`src/shared/psda_pkg.sv`:
```
package psda_pkg;

    // Address and data widths
    localparam int PADDR_W = 24;
    localparam int PC_W    = 23;
    localparam int EA_W    = 16;
    localparam int DW      = 16;
    localparam int PW      = 24;
    localparam int PAGE_W  = 8;
    localparam int WBA_W   = 5;
    localparam int WBD_W   = 32;

    // Register word offsets (byte addresses)
    localparam logic [WBA_W-1:0] OFS_CORE_CTL = 5'h00;
    localparam logic [WBA_W-1:0] OFS_TBL_PAGE = 5'h04;
    localparam logic [WBA_W-1:0] OFS_VIS_PAGE = 5'h08;
    localparam logic [WBA_W-1:0] OFS_LAST_ADR = 5'h0C;

    // Field positions and reset values
    localparam int CTL_VIS_EN_BIT = 0;
    localparam int PAGE_CFG_BIT   = 7;
    localparam int EA_WIN_BIT     = 15;
    localparam logic [PAGE_W-1:0] PAGE_RST = 8'h00;

    // Data space map
    localparam logic [EA_W-1:0] Y_LO       = 16'h0900;
    localparam logic [EA_W-1:0] Y_HI       = 16'h09FF;
    localparam logic [EA_W-1:0] RAM_TOP    = 16'h09FF;
    localparam logic [EA_W-1:0] WIN_BASE   = 16'h8000;
    localparam logic [DW-1:0]   ZERO_WORD  = 16'h0000;
    localparam logic [7:0]      ZERO_BYTE  = 8'h00;

    // Extra instruction cycles for a window access
    localparam logic [1:0] XTRA_ONE = 2'h1;
    localparam logic [1:0] XTRA_TWO = 2'h2;
    localparam logic [1:0] XTRA_NONE = 2'h0;

    typedef enum logic [1:0] {
        KIND_FETCH = 2'b00,
        KIND_TABLE = 2'b01,
        KIND_DATA  = 2'b10
    } psda_kind_t;

    typedef enum logic [1:0] {
        SRC_ZERO = 2'b00,
        SRC_PLO  = 2'b01,
        SRC_PHI  = 2'b10,
        SRC_RAM  = 2'b11
    } psda_src_t;

endpackage : psda_pkg

```
`src/rtl/psda_stall.sv`:
```
`timescale 1ns/1ps
`default_nettype none

module psda_stall
    import psda_pkg::*;
(
    // Clock and reset
    input  wire logic       i_clk,
    input  wire logic       i_nrst,
    // Load
    input  wire logic       i_load,
    input  wire logic [1:0] i_count,
    // Stall
    output logic            o_busy
);

    logic [1:0] count_r;
    logic [1:0] count_nxt;
    logic       busy_r;
    logic       busy_nxt;

    always_comb begin
        count_nxt = count_r;
        if (i_load) begin
            count_nxt = i_count;
        end else if (count_r != XTRA_NONE) begin
            count_nxt = count_r - XTRA_ONE;
        end
        busy_nxt = (count_nxt != XTRA_NONE);
    end

    always_ff @(posedge i_clk or negedge i_nrst) begin
        if (!i_nrst) begin
            count_r <= XTRA_NONE;
            busy_r  <= 1'b0;
        end else begin
            count_r <= count_nxt;
            busy_r  <= busy_nxt;
        end
    end

    assign o_busy = busy_r;

endmodule : psda_stall

`default_nettype wire

```
`src/rtl/psda_top.sv`:
```
`timescale 1ns/1ps
`default_nettype none

module psda_top
    import psda_pkg::*;
(
    // Clock and reset
    input  wire logic               i_clk,
    input  wire logic               i_nrst,
    // Wishbone slave
    input  wire logic               i_wb_cyc,
    input  wire logic               i_wb_stb,
    input  wire logic               i_wb_we,
    input  wire logic [WBA_W-1:0]   i_wb_adr,
    input  wire logic [3:0]         i_wb_sel,
    input  wire logic [WBD_W-1:0]   i_wb_dat,
    output logic      [WBD_W-1:0]   o_wb_dat,
    output logic                    o_wb_ack,
    // Core request
    input  wire logic               i_req_valid,
    input  wire logic [1:0]         i_req_kind,
    input  wire logic               i_req_write,
    input  wire logic               i_req_byte,
    input  wire logic               i_req_high,
    input  wire logic [PC_W-1:0]    i_pc,
    input  wire logic [EA_W-1:0]    i_ea,
    input  wire logic [DW-1:0]      i_wdata,
    input  wire logic               i_tbl_busy,
    // MAC operand selection
    input  wire logic               i_mac_op,
    input  wire logic               i_y_pointer,
    // Instruction timing context
    input  wire logic               i_short_class,
    input  wire logic               i_in_repeat,
    input  wire logic               i_rpt_edge,
    // Program memory
    output logic      [PADDR_W-1:0] o_prog_addr,
    output logic                    o_prog_rd,
    output logic                    o_prog_wr,
    output logic                    o_prog_wr_high,
    output logic      [DW-1:0]      o_prog_wdata,
    input  wire logic [PW-1:0]      i_prog_rdata,
    // Data RAM
    output logic      [EA_W-1:0]    o_ram_addr,
    output logic                    o_ram_rd,
    output logic                    o_ram_wr,
    output logic                    o_ram_byte,
    output logic      [DW-1:0]      o_ram_wdata,
    input  wire logic [DW-1:0]      i_ram_rdata,
    // Result to core
    output logic      [DW-1:0]      o_rdata,
    output logic                    o_rvalid,
    output logic                    o_stall
);

    // Pick one byte of a word, or pass the word
    function automatic logic [DW-1:0] pick_byte(
        input logic [DW-1:0] w,
        input logic          is_byte,
        input logic          bsel
    );
        logic [DW-1:0] r;
        r = w;
        if (is_byte) begin
            r = {ZERO_BYTE, (bsel ? w[15:8] : w[7:0])};
        end
        return r;
    endfunction : pick_byte

    function automatic logic in_y(input logic [EA_W-1:0] ea);
        return (ea >= Y_LO) && (ea <= Y_HI);
    endfunction : in_y

    logic              vis_en;
    logic [PAGE_W-1:0] tbl_page;
    logic [PAGE_W-1:0] vis_page;
    logic              stall_busy;

    psda_wb_regs u_regs (
        .i_clk      (i_clk),
        .i_nrst     (i_nrst),
        .i_wb_cyc   (i_wb_cyc),
        .i_wb_stb   (i_wb_stb),
        .i_wb_we    (i_wb_we),
        .i_wb_adr   (i_wb_adr),
        .i_wb_sel   (i_wb_sel),
        .i_wb_dat   (i_wb_dat),
        .o_wb_dat   (o_wb_dat),
        .o_wb_ack   (o_wb_ack),
        .i_last_adr (o_prog_addr),
        .o_vis_en   (vis_en),
        .o_tbl_page (tbl_page),
        .o_vis_page (vis_page)
    );

    // Request decode
    psda_kind_t        kind;
    logic              win_hit;
    logic              ram_ok;
    logic [1:0]        xtra;
    logic              load_stall;

    always_comb begin
        kind    = psda_kind_t'(i_req_kind);
        // EA MSB marks the whole 0x8000+ half as window candidate
        win_hit = (kind == KIND_DATA) && i_ea[EA_WIN_BIT]
                  && vis_en
                  && !i_tbl_busy;
        ram_ok  = (i_ea <= RAM_TOP);
        if (i_mac_op && !i_req_write) begin
            // Y pointers see only Y; X pointers see all but Y
            ram_ok = ram_ok && (i_y_pointer == in_y(i_ea));
        end
        if (!i_in_repeat) begin
            xtra = i_short_class ? XTRA_ONE : XTRA_TWO;
        end else begin
            xtra = i_rpt_edge ? XTRA_TWO : XTRA_ONE;
        end
        load_stall = i_req_valid && win_hit && !i_req_write;
    end

    psda_stall u_stall (
        .i_clk   (i_clk),
        .i_nrst  (i_nrst),
        .i_load  (load_stall),
        .i_count (xtra),
        .o_busy  (stall_busy)
    );

    // Stage 1: addresses to the arrays
    logic [PADDR_W-1:0] paddr_r, paddr_nxt;
    logic               prd_r, prd_nxt;
    logic               pwr_r, pwr_nxt;
    logic               pwh_r, pwh_nxt;
    logic [DW-1:0]      pwd_r, pwd_nxt;
    logic [EA_W-1:0]    raddr_r, raddr_nxt;
    logic               rrd_r, rrd_nxt;
    logic               rwr_r, rwr_nxt;
    logic               rby_r, rby_nxt;
    logic [DW-1:0]      rwd_r, rwd_nxt;
    logic               s1v_r, s1v_nxt;
    psda_src_t          s1src_r, s1src_nxt;
    logic               s1by_r, s1by_nxt;
    logic               s1bs_r, s1bs_nxt;

    always_comb begin
        paddr_nxt = paddr_r;
        prd_nxt   = 1'b0;
        pwr_nxt   = 1'b0;
        pwh_nxt   = pwh_r;
        pwd_nxt   = pwd_r;
        raddr_nxt = raddr_r;
        rrd_nxt   = 1'b0;
        rwr_nxt   = 1'b0;
        rby_nxt   = rby_r;
        rwd_nxt   = rwd_r;
        s1v_nxt   = 1'b0;
        s1src_nxt = s1src_r;
        s1by_nxt  = i_req_byte;
        s1bs_nxt  = i_ea[0];
        if (i_req_valid) begin
            unique case (kind)
                KIND_FETCH: begin
                    // Fetch steps by two and never sets bit 23
                    paddr_nxt = {1'b0, i_pc[PC_W-1:1], 1'b0};
                    prd_nxt   = 1'b1;
                end
                KIND_TABLE: begin
                    // Page top bit chooses configuration space
                    paddr_nxt = {tbl_page, i_ea};
                    prd_nxt   = !i_req_write;
                    pwr_nxt   = i_req_write;
                    pwh_nxt   = i_req_high;
                    pwd_nxt   = i_wdata;
                    s1v_nxt   = !i_req_write;
                    s1src_nxt = i_req_high ? SRC_PHI : SRC_PLO;
                end
                KIND_DATA: begin
                    if (win_hit) begin
                        paddr_nxt = {1'b0, vis_page,
                                     i_ea[EA_WIN_BIT-1:0]};
                        // Program space is read-only through the window
                        prd_nxt   = !i_req_write;
                        s1src_nxt = SRC_PLO;
                    end else if (ram_ok) begin
                        raddr_nxt = i_ea;
                        rrd_nxt   = !i_req_write;
                        rwr_nxt   = i_req_write;
                        rby_nxt   = i_req_byte;
                        rwd_nxt   = i_wdata;
                        s1src_nxt = SRC_RAM;
                    end else begin
                        s1src_nxt = SRC_ZERO;
                    end
                    s1v_nxt = !i_req_write;
                end
                default: ;
            endcase
        end
    end

    always_ff @(posedge i_clk or negedge i_nrst) begin
        if (!i_nrst) begin
            paddr_r <= '0;
            prd_r   <= 1'b0;
            pwr_r   <= 1'b0;
            pwh_r   <= 1'b0;
            pwd_r   <= '0;
            raddr_r <= '0;
            rrd_r   <= 1'b0;
            rwr_r   <= 1'b0;
            rby_r   <= 1'b0;
            rwd_r   <= '0;
            s1v_r   <= 1'b0;
            s1src_r <= SRC_ZERO;
            s1by_r  <= 1'b0;
            s1bs_r  <= 1'b0;
        end else begin
            paddr_r <= paddr_nxt;
            prd_r   <= prd_nxt;
            pwr_r   <= pwr_nxt;
            pwh_r   <= pwh_nxt;
            pwd_r   <= pwd_nxt;
            raddr_r <= raddr_nxt;
            rrd_r   <= rrd_nxt;
            rwr_r   <= rwr_nxt;
            rby_r   <= rby_nxt;
            rwd_r   <= rwd_nxt;
            s1v_r   <= s1v_nxt;
            s1src_r <= s1src_nxt;
            s1by_r  <= s1by_nxt;
            s1bs_r  <= s1bs_nxt;
        end
    end

    // Stage 2: format the returned data
    logic [DW-1:0] rdata_r, rdata_nxt;
    logic          rvalid_r, rvalid_nxt;
    logic [DW-1:0] hi_word;

    always_comb begin
        // Upper byte of the high lane is always zero
        hi_word    = {ZERO_BYTE, i_prog_rdata[PW-1:DW]};
        rvalid_nxt = s1v_r;
        rdata_nxt  = rdata_r;
        if (s1v_r) begin
            unique case (s1src_r)
                SRC_ZERO: rdata_nxt = ZERO_WORD;
                SRC_PLO:  rdata_nxt = pick_byte(i_prog_rdata[DW-1:0],
                                                s1by_r, s1bs_r);
                SRC_PHI:  rdata_nxt = pick_byte(hi_word,
                                                s1by_r, s1bs_r);
                SRC_RAM:  rdata_nxt = pick_byte(i_ram_rdata,
                                                s1by_r, s1bs_r);
            endcase
        end
    end

    always_ff @(posedge i_clk or negedge i_nrst) begin
        if (!i_nrst) begin
            rdata_r  <= ZERO_WORD;
            rvalid_r <= 1'b0;
        end else begin
            rdata_r  <= rdata_nxt;
            rvalid_r <= rvalid_nxt;
        end
    end

    assign o_prog_addr    = paddr_r;
    assign o_prog_rd      = prd_r;
    assign o_prog_wr      = pwr_r;
    assign o_prog_wr_high = pwh_r;
    assign o_prog_wdata   = pwd_r;
    assign o_ram_addr     = raddr_r;
    assign o_ram_rd       = rrd_r;
    assign o_ram_wr       = rwr_r;
    assign o_ram_byte     = rby_r;
    assign o_ram_wdata    = rwd_r;
    assign o_rdata        = rdata_r;
    assign o_rvalid       = rvalid_r;
    assign o_stall        = stall_busy;

endmodule : psda_top

`default_nettype wire

```
`src/rtl/psda_wb_regs.sv`:
```
`timescale 1ns/1ps
`default_nettype none

module psda_wb_regs
    import psda_pkg::*;
(
    // Clock and reset
    input  wire logic               i_clk,
    input  wire logic               i_nrst,
    // Wishbone slave
    input  wire logic               i_wb_cyc,
    input  wire logic               i_wb_stb,
    input  wire logic               i_wb_we,
    input  wire logic [WBA_W-1:0]   i_wb_adr,
    input  wire logic [3:0]         i_wb_sel,
    input  wire logic [WBD_W-1:0]   i_wb_dat,
    output logic      [WBD_W-1:0]   o_wb_dat,
    output logic                    o_wb_ack,
    // Block side
    input  wire logic [PADDR_W-1:0] i_last_adr,
    output logic                    o_vis_en,
    output logic      [PAGE_W-1:0]  o_tbl_page,
    output logic      [PAGE_W-1:0]  o_vis_page
);

    logic              ack_r, ack_nxt;
    logic [WBD_W-1:0]  dat_r, dat_nxt;
    logic              vis_en_r, vis_en_nxt;
    logic [PAGE_W-1:0] tbl_r, tbl_nxt;
    logic [PAGE_W-1:0] vpg_r, vpg_nxt;
    logic              hit;

    always_comb begin
        hit        = i_wb_cyc && i_wb_stb && !ack_r;
        ack_nxt    = hit;
        dat_nxt    = '0;
        vis_en_nxt = vis_en_r;
        tbl_nxt    = tbl_r;
        vpg_nxt    = vpg_r;
        if (hit && i_wb_we && i_wb_sel[0]) begin
            unique case (i_wb_adr)
                OFS_CORE_CTL: vis_en_nxt = i_wb_dat[CTL_VIS_EN_BIT];
                OFS_TBL_PAGE: tbl_nxt = i_wb_dat[PAGE_W-1:0];
                OFS_VIS_PAGE: vpg_nxt = i_wb_dat[PAGE_W-1:0];
                default: ;
            endcase
        end
        if (hit && !i_wb_we) begin
            unique case (i_wb_adr)
                OFS_CORE_CTL: dat_nxt[CTL_VIS_EN_BIT] = vis_en_r;
                OFS_TBL_PAGE: dat_nxt[PAGE_W-1:0] = tbl_r;
                OFS_VIS_PAGE: dat_nxt[PAGE_W-1:0] = vpg_r;
                OFS_LAST_ADR: dat_nxt[PADDR_W-1:0] = i_last_adr;
                default: dat_nxt = '0;
            endcase
        end
    end

    always_ff @(posedge i_clk or negedge i_nrst) begin
        if (!i_nrst) begin
            ack_r    <= 1'b0;
            dat_r    <= '0;
            vis_en_r <= 1'b0;
            tbl_r    <= PAGE_RST;
            vpg_r    <= PAGE_RST;
        end else begin
            ack_r    <= ack_nxt;
            dat_r    <= dat_nxt;
            vis_en_r <= vis_en_nxt;
            tbl_r    <= tbl_nxt;
            vpg_r    <= vpg_nxt;
        end
    end

    assign o_wb_ack   = ack_r;
    assign o_wb_dat   = dat_r;
    assign o_vis_en   = vis_en_r;
    assign o_tbl_page = tbl_r;
    assign o_vis_page = vpg_r;

endmodule : psda_wb_regs

`default_nettype wire

```
`config.mk`:
```
export PLATFORM = sky130hd
export DESIGN_NAME = psda_top
export DESIGN_NICKNAME = d
export VERILOG_FILES = /design/src/shared/psda_pkg.sv /design/src/rtl/psda_stall.sv /design/src/rtl/psda_top.sv /design/src/rtl/psda_wb_regs.sv
export SDC_FILE = /design/constraint.sdc
export NUM_CORES = 1
export LEC_CHECK = 0
export ABC_AREA = 0
export BUFFER_PORTS_ARGS = -buffer_cell sky130_fd_sc_hd__buf_2
export CORE_MARGIN = 2
export CORE_UTILIZATION = 28
export CTS_CLUSTER_DIAMETER = 80
export DETAILED_ROUTE_END_ITERATION = 8
export GPL_TIMING_DRIVEN = 0
export HOLD_SLACK_MARGIN = 0.06
export SETUP_SLACK_MARGIN = 0.5
export SLEW_MARGIN = 20
export SYNTH_ARGS = -nofsm -noshare
export SYNTH_HDL_FRONTEND = slang
export SYNTH_HIERARCHICAL = 1
export SYNTH_SLANG_ARGS = --single-unit
```
`constraint.sdc`:
```
create_clock -name i_clk -period 2.75 [get_ports i_clk]
set_input_delay 0.55 -clock i_clk [delete_from_list [all_inputs] [get_ports i_clk]]
set_output_delay 0.55 -clock i_clk [all_outputs]
set_load 0.03 [all_outputs]
```
### Word level (Yosys, flattened, before mapping)

Index checks and enable logic that the tools add are counted.

| storage, ports and cells | value |
|---|---|
| register bits after elaboration | 145 |
| bits of input ports | 153 |
| word-level logic and storage cells | 107 |
| output and inout bits | 129 |

| cells by class | value |
|---|---|
| muxes and demuxes | 38 |
| add/subtract/negate cells | 1 |
| equality and inequality tests | 10 |
| bitwise operators | 1 |
| $lt $le $gt $ge | 2 |
| reduce and logical (&&, ||, !) cells | 32 |

Operator list:

| operator | count |
|---|---|
| $pmux W24 S3 | 1 |
| $pmux W16 S4 | 1 |
| $mux W16 | 3 |
| $mux W24 | 2 |
| $mux W8 | 4 |
| $pmux W7 S3 | 1 |
| $ge A16 B12 Y1 const B | 1 |
| $le A16 B12 Y1 const B | 1 |
| $mux W2 | 8 |
| $mux W1 | 15 |
| $logic_and A1 B1 Y1 | 13 |
| $eq A5 B4 Y1 const B | 2 |
| $reduce_and A2 Y1 | 5 |
| $eq A2 B2 Y1 const B | 3 |
| $reduce_bool A2 Y1 | 3 |
| $eq A5 B3 Y1 const B | 1 |
| $logic_not A5 Y1 | 1 |
| $eq A2 B1 Y1 const B | 2 |
| $logic_not A1 Y1 | 4 |
| $logic_not A2 Y1 | 2 |
| $pmux W1 S4 | 1 |
| $pmux W2 S2 | 1 |
| $reduce_and A4 Y1 | 1 |
| $pmux W1 S3 | 1 |
| 7 further kinds | 7 |

### Depth between registers and ports, before layout

| depth | value |
|---|---|
| depth in word-level cells | 9 |
| gate-level depth with buffers | 7 |
| depth with buffers taken out | 6 |

### Hierarchy

The synthesis kept the hierarchy.

By module, submodules not included:

| module | seq. area each (um2) | times used | cells each | area each (um2) |
|---|---|---|---|---|
| psda_top | 2502.4 | 1 | 387 | 4613.2 |
| psda_wb_regs | 1051.0 | 1 | 132 | 1809.2 |
| psda_stall | 75.1 | 1 | 12 | 115.1 |

### Worst setup path after synthesis

Ideal clock, no wire load.

| path | value |
|---|---|
| path kind | input -> register |
| start point | input i_wb_adr[2] |
| end point | register u_regs.tbl_r[0], in the netlist u_regs/o_tbl_page[0] |
| path slack | 0.892 ns |
| buffers on the path | 2 |
| stages on the path | 5 |
| data arrival time | 1.733 ns |
| required time | 2.625 ns |
| setup time | 0.125 ns |
| path through | buf_4 nor4b_4 and4b_1 buf_6 mux2_4 |

| between the ends | value |
|---|---|
| longest elaborated chain between the ends | 2 |

RTL lines:

| item | line | text |
|---|---|---|
| start, declared | psda_top.sv:14 | `input wire logic [WBA_W-1:0] i_wb_adr,` |
| $eq A5 B3 Y1 | psda_wb_regs.sv:41 | `unique case (i_wb_adr)` |
| $reduce_and A2 Y1 (no source line) | n/a |  |
| end signal, assigned | psda_wb_regs.sv:70 | `tbl_r <= tbl_nxt;` |
| end, declared | psda_wb_regs.sv:29 | `logic [PAGE_W-1:0] tbl_r, tbl_nxt;` |

Every way passes these cells.
A chain may end at the register's enable or synchronous reset.

### Worst setup path after layout

| path | value |
|---|---|
| start point | register u_regs.vis_en_r, in the netlist u_regs/o_vis_en |
| end point | register paddr_r[12], in the netlist o_prog_addr[12] |

| between the ends | value |
|---|---|
| longest elaborated chain between the ends | 4 |

RTL lines:

| item | line | text |
|---|---|---|
| start, declared | psda_wb_regs.sv:28 | `logic vis_en_r, vis_en_nxt;` |
| start signal, assigned | psda_wb_regs.sv:69 | `vis_en_r <= vis_en_nxt;` |
| $logic_and A1 B1 Y1 | psda_top.sv:107 | `&& vis_en` |
| $logic_and A1 B1 Y1 | psda_top.sv:108 | `&& !i_tbl_busy;` |
| $ne A2 B2 Y1 (no source line) | n/a |  |
| $reduce_and A3 Y1 (no source line) | n/a |  |
| end signal, assigned | psda_top.sv:219 | `paddr_r <= paddr_nxt;` |
| end, declared | psda_top.sv:131 | `logic [PADDR_W-1:0] paddr_r, paddr_nxt;` |

Every way passes these cells.

==> run summary <==
Status: finished, final reports clean
Vias in the first global route: 5150
Root buffer cell: clkbuf_16
CP Data Required Time: 3.03 ns
WHS Path Cells: 1
Layout area overhead: 35.35%
Htree depth: 4
TritonCTS Buffers: 17
Vias per Instance: 4.523
Synth area leaders: dfrtp_1, mux2_4, mux2_2
Chip Width: 156.8 um
Synth Instances: 531
Total die area: 24590 um2
Post-layout util: 38.85%
Min cycle time layout: 1.983 ns
TritonCTS sink count: 145
FP Rows: 55
Pre-CTS setup slack: 0.1616 ns
Top-area cell type share of the netlist area: 55.50%
Post-synth EDFFs: 0
Synth Cell Area: 6538 um2
Post-synthesis sequential element count: 145
First-pass GRT wire length: 29880 um
Gp weighted congestion: 0.8558
Slew @ Worst Pin: 0.8374 ns
Setup bufs post-CTS: 0
Fin area: 8848 um2
Global Route Usage Sum: 16.24%
Die Height: 156.8 um
Multi-input logic area: 2596 um2
Crit share post-route: 72.11%
Initial drt markers: 266
TritonCTS clock tree: yes
Final Hold Fails: 0
Nets: 958
Initial antenna violation count: 3
Critical path class: reg2reg
RSZ-0062 raised after global routing: false
Worst-skew pair later-pin latency: 0.42 ns
VDD IR-drop max: 0.3470 mV
Final Max Tran Viols: 0
Initial Util: 28.70%
Placed Area: 8204 um2
Final WS setup: 0.7669 ns
Syn avg cell area: 12.31 um2
Leakage power: 4.636 nW
Slew HR: 43.38%
CP arrival: 2.26 ns
Post-synth top area cell: dfrtp_1
CP Launch Type: flip-flop
DRT antenna net count: 0
Global route overflow: 0
Longest Clk Path Bufs: 2
Pwr Total: 0.006307 W
Final HPWL DP: 14890 um
I/O Pins: 282
CP Max Fanout: 10
Sequential-to-total area share from yosys stat: 55.50%
Worst Setup End Kind: flip-flop
DR WL/cell: 17.69 um
Vias: 5111
Largest net degree at the start of global routing: 94
Filler Cell Count: 2274
Area of the core: 22780 um2
Final setup fails: 0
Max-Cap Viols: 0
Syn. warnings: 6
Synth async-reset ratio: 100.0%
Number of remaining DRC errors: 0
Hold WS: 0.2635 ns
Hold Path Class: in2reg
Final wirelength: 19990 um
Clock Skews: 0.009533 ns
Synth unique cells: 46
Share of cells above drive strength 1: 46.44%
PD cells: 712.8 nW/um2
Worst r2r path cells: 5
TritonRoute pass-1 iters: 4
Register Area: 3628 um2
Number of buffers added on ports: 242
Max Clock Freq: 504.3 MHz
Ys flop type: dfrtp_1
Clk slew on worst S/H paths: 0.06 ns
logic make-up after synthesis:
kind of cell	synth area share (%)
multiplexers	18.18
other	0.05736
adder cells (fa/ha/maj)	0.7656
flip-flops	55.50
AO/OA/AOI/OAI	10.28
AND/OR/NAND/NOR	9.971
buffers and inverters	5.244
report_power, final:
part	total [W]	internal, W	switching (W)
combinational	0.00138	0.000479	0.000898
sequential	0.00248	0.00235	0.000133
clock	0.00245	0.00150	0.000942
total	0.00631	0.00433	0.00197
state kept, by name (all words and copies together), names as in the netlist, 2 cells and up:
signal / flops
s1src_r: 2
o_prog_addr: 24
u_regs/o_tbl_page: 8
u_regs/o_wb_dat: 24
u_regs/o_vis_page: 8
u_stall/count_r: 2
o_prog_wdata: 16
o_rdata: 16
o_ram_wdata: 16
o_ram_addr: 16
timing repair:
action                                 4_1_cts  5_1_grt
hold buffers                                 1        0
endpoints found under the hold margin       32        0
resized for setup                            0        1
setup endpoints to repair                    0        9
placed cells by master, fill, tap and decap left out, types with 2 or more instances in the layout:
master / netlist / routed
and2_1: 22 / 22
nor3_1: 2 / 2
and4b_1: 3 / 3
conb_1: 1 / 8
a32oi_1: 7 / 7
buf_6: 4 / 4
clkbuf_1: 17 / 17
clkbuf_8: 0 / 3
mux2i_1: 16 / 16
nand3b_1: 4 / 4
a22oi_1: 8 / 8
mux2_2: 38 / 38
bufinv_16: 0 / 3
buf_4: 9 / 9
mux2_1: 8 / 8
clkinv_2: 0 / 3
nand2_1: 22 / 22
o22ai_1: 8 / 8
a221oi_1: 22 / 22
mux2_4: 34 / 34
dfrtp_1: 145 / 145
nand3_1: 3 / 3
o31ai_1: 8 / 8
buf_2: 10 / 251
clkbuf_16: 0 / 17
a21oi_1: 29 / 28
nor2b_1: 2 / 2
nand4_1: 9 / 9
ha_1: 4 / 4
nor2_1: 33 / 33
inv_1: 31 / 31
nand2b_1: 3 / 3
diode_2: 0 / 3
o21ai_0: 12 / 12
clkinv_4: 0 / 4
worst max-delay path: stages, from the launching register on:
cell and delay, ns:
dfrtp_1 0.42, nand3b_1 0.17, a21o_1 0.17, clkbuf_1 0.45
clkbuf_1 0.48, a21oi_1 0.16
worst paths after layout:
path | startpoint | to | slack, ns
max | u_regs/o_vis_en | o_prog_addr[12] | 0.77
min | i_req_byte | s1by_r | 0.26
max reg2reg | u_regs/o_vis_en | o_prog_addr[12] | 0.77
min reg2reg | rvalid_nxt | o_rvalid | 0.37
max in group asynchronous | i_nrst | o_prog_wdata[15] | 1.33
min in group asynchronous | i_nrst | u_regs/o_wb_dat[15] | 0.62
cells in the mapped netlist (2+ instances only):
| master | count |
|---|---|
| a32oi_1 | 7 |
| nand3_1 | 3 |
| nand2b_1 | 3 |
| nand3b_1 | 4 |
| and2_1 | 22 |
| nand2_1 | 22 |
| o21ai_0 | 12 |
| buf_6 | 4 |
| buf_4 | 9 |
| mux2_4 | 34 |
| inv_1 | 31 |
| buf_2 | 10 |
| mux2i_1 | 16 |
| o31ai_1 | 8 |
| clkbuf_1 | 17 |
| nor3_1 | 2 |
| o22ai_1 | 8 |
| a21oi_1 | 29 |
| mux2_1 | 8 |
| nor2_1 | 33 |
| a22oi_1 | 8 |
| and4b_1 | 3 |
| dfrtp_1 | 145 |
| nand4_1 | 9 |
| nor2b_1 | 2 |
| a221oi_1 | 22 |
| ha_1 | 4 |
| mux2_2 | 38 |
layout make-up:
type / count / share of cell area, %
clock buffer: 20 / 5.274
multi-input combinational: 322 / 29.34
antenna: 3 / 0.08484
buffer: 40 / 2.559
sequential: 145 / 41.01
inverter: 31 / 1.315
clock inverter: 12 / 1.768
timing repair buffer: 244 / 14.23
tap: 313 / 4.426
per-layer routing:
metal,routed length [um],global-route usage [%],up-vias
met4,396,5.461,0
met2,9358,25.65,175
met5,0,0,-
li1,-,-,2426
met1,9102,21.79,2489
met3,1129,3.988,21
through the flow:
stage | std cells | setup TNS (ns)
3_3_place_gp | 1093 | -161.05
4_1_cts | 1127 | 0
3_5_place_dp | 1094 | 0
2_1_floorplan | 538 | 0
5_1_grt | 1128 | 0
6_report | 1130 | 0
No activity file was read; power rests on OpenSTA's default activity.
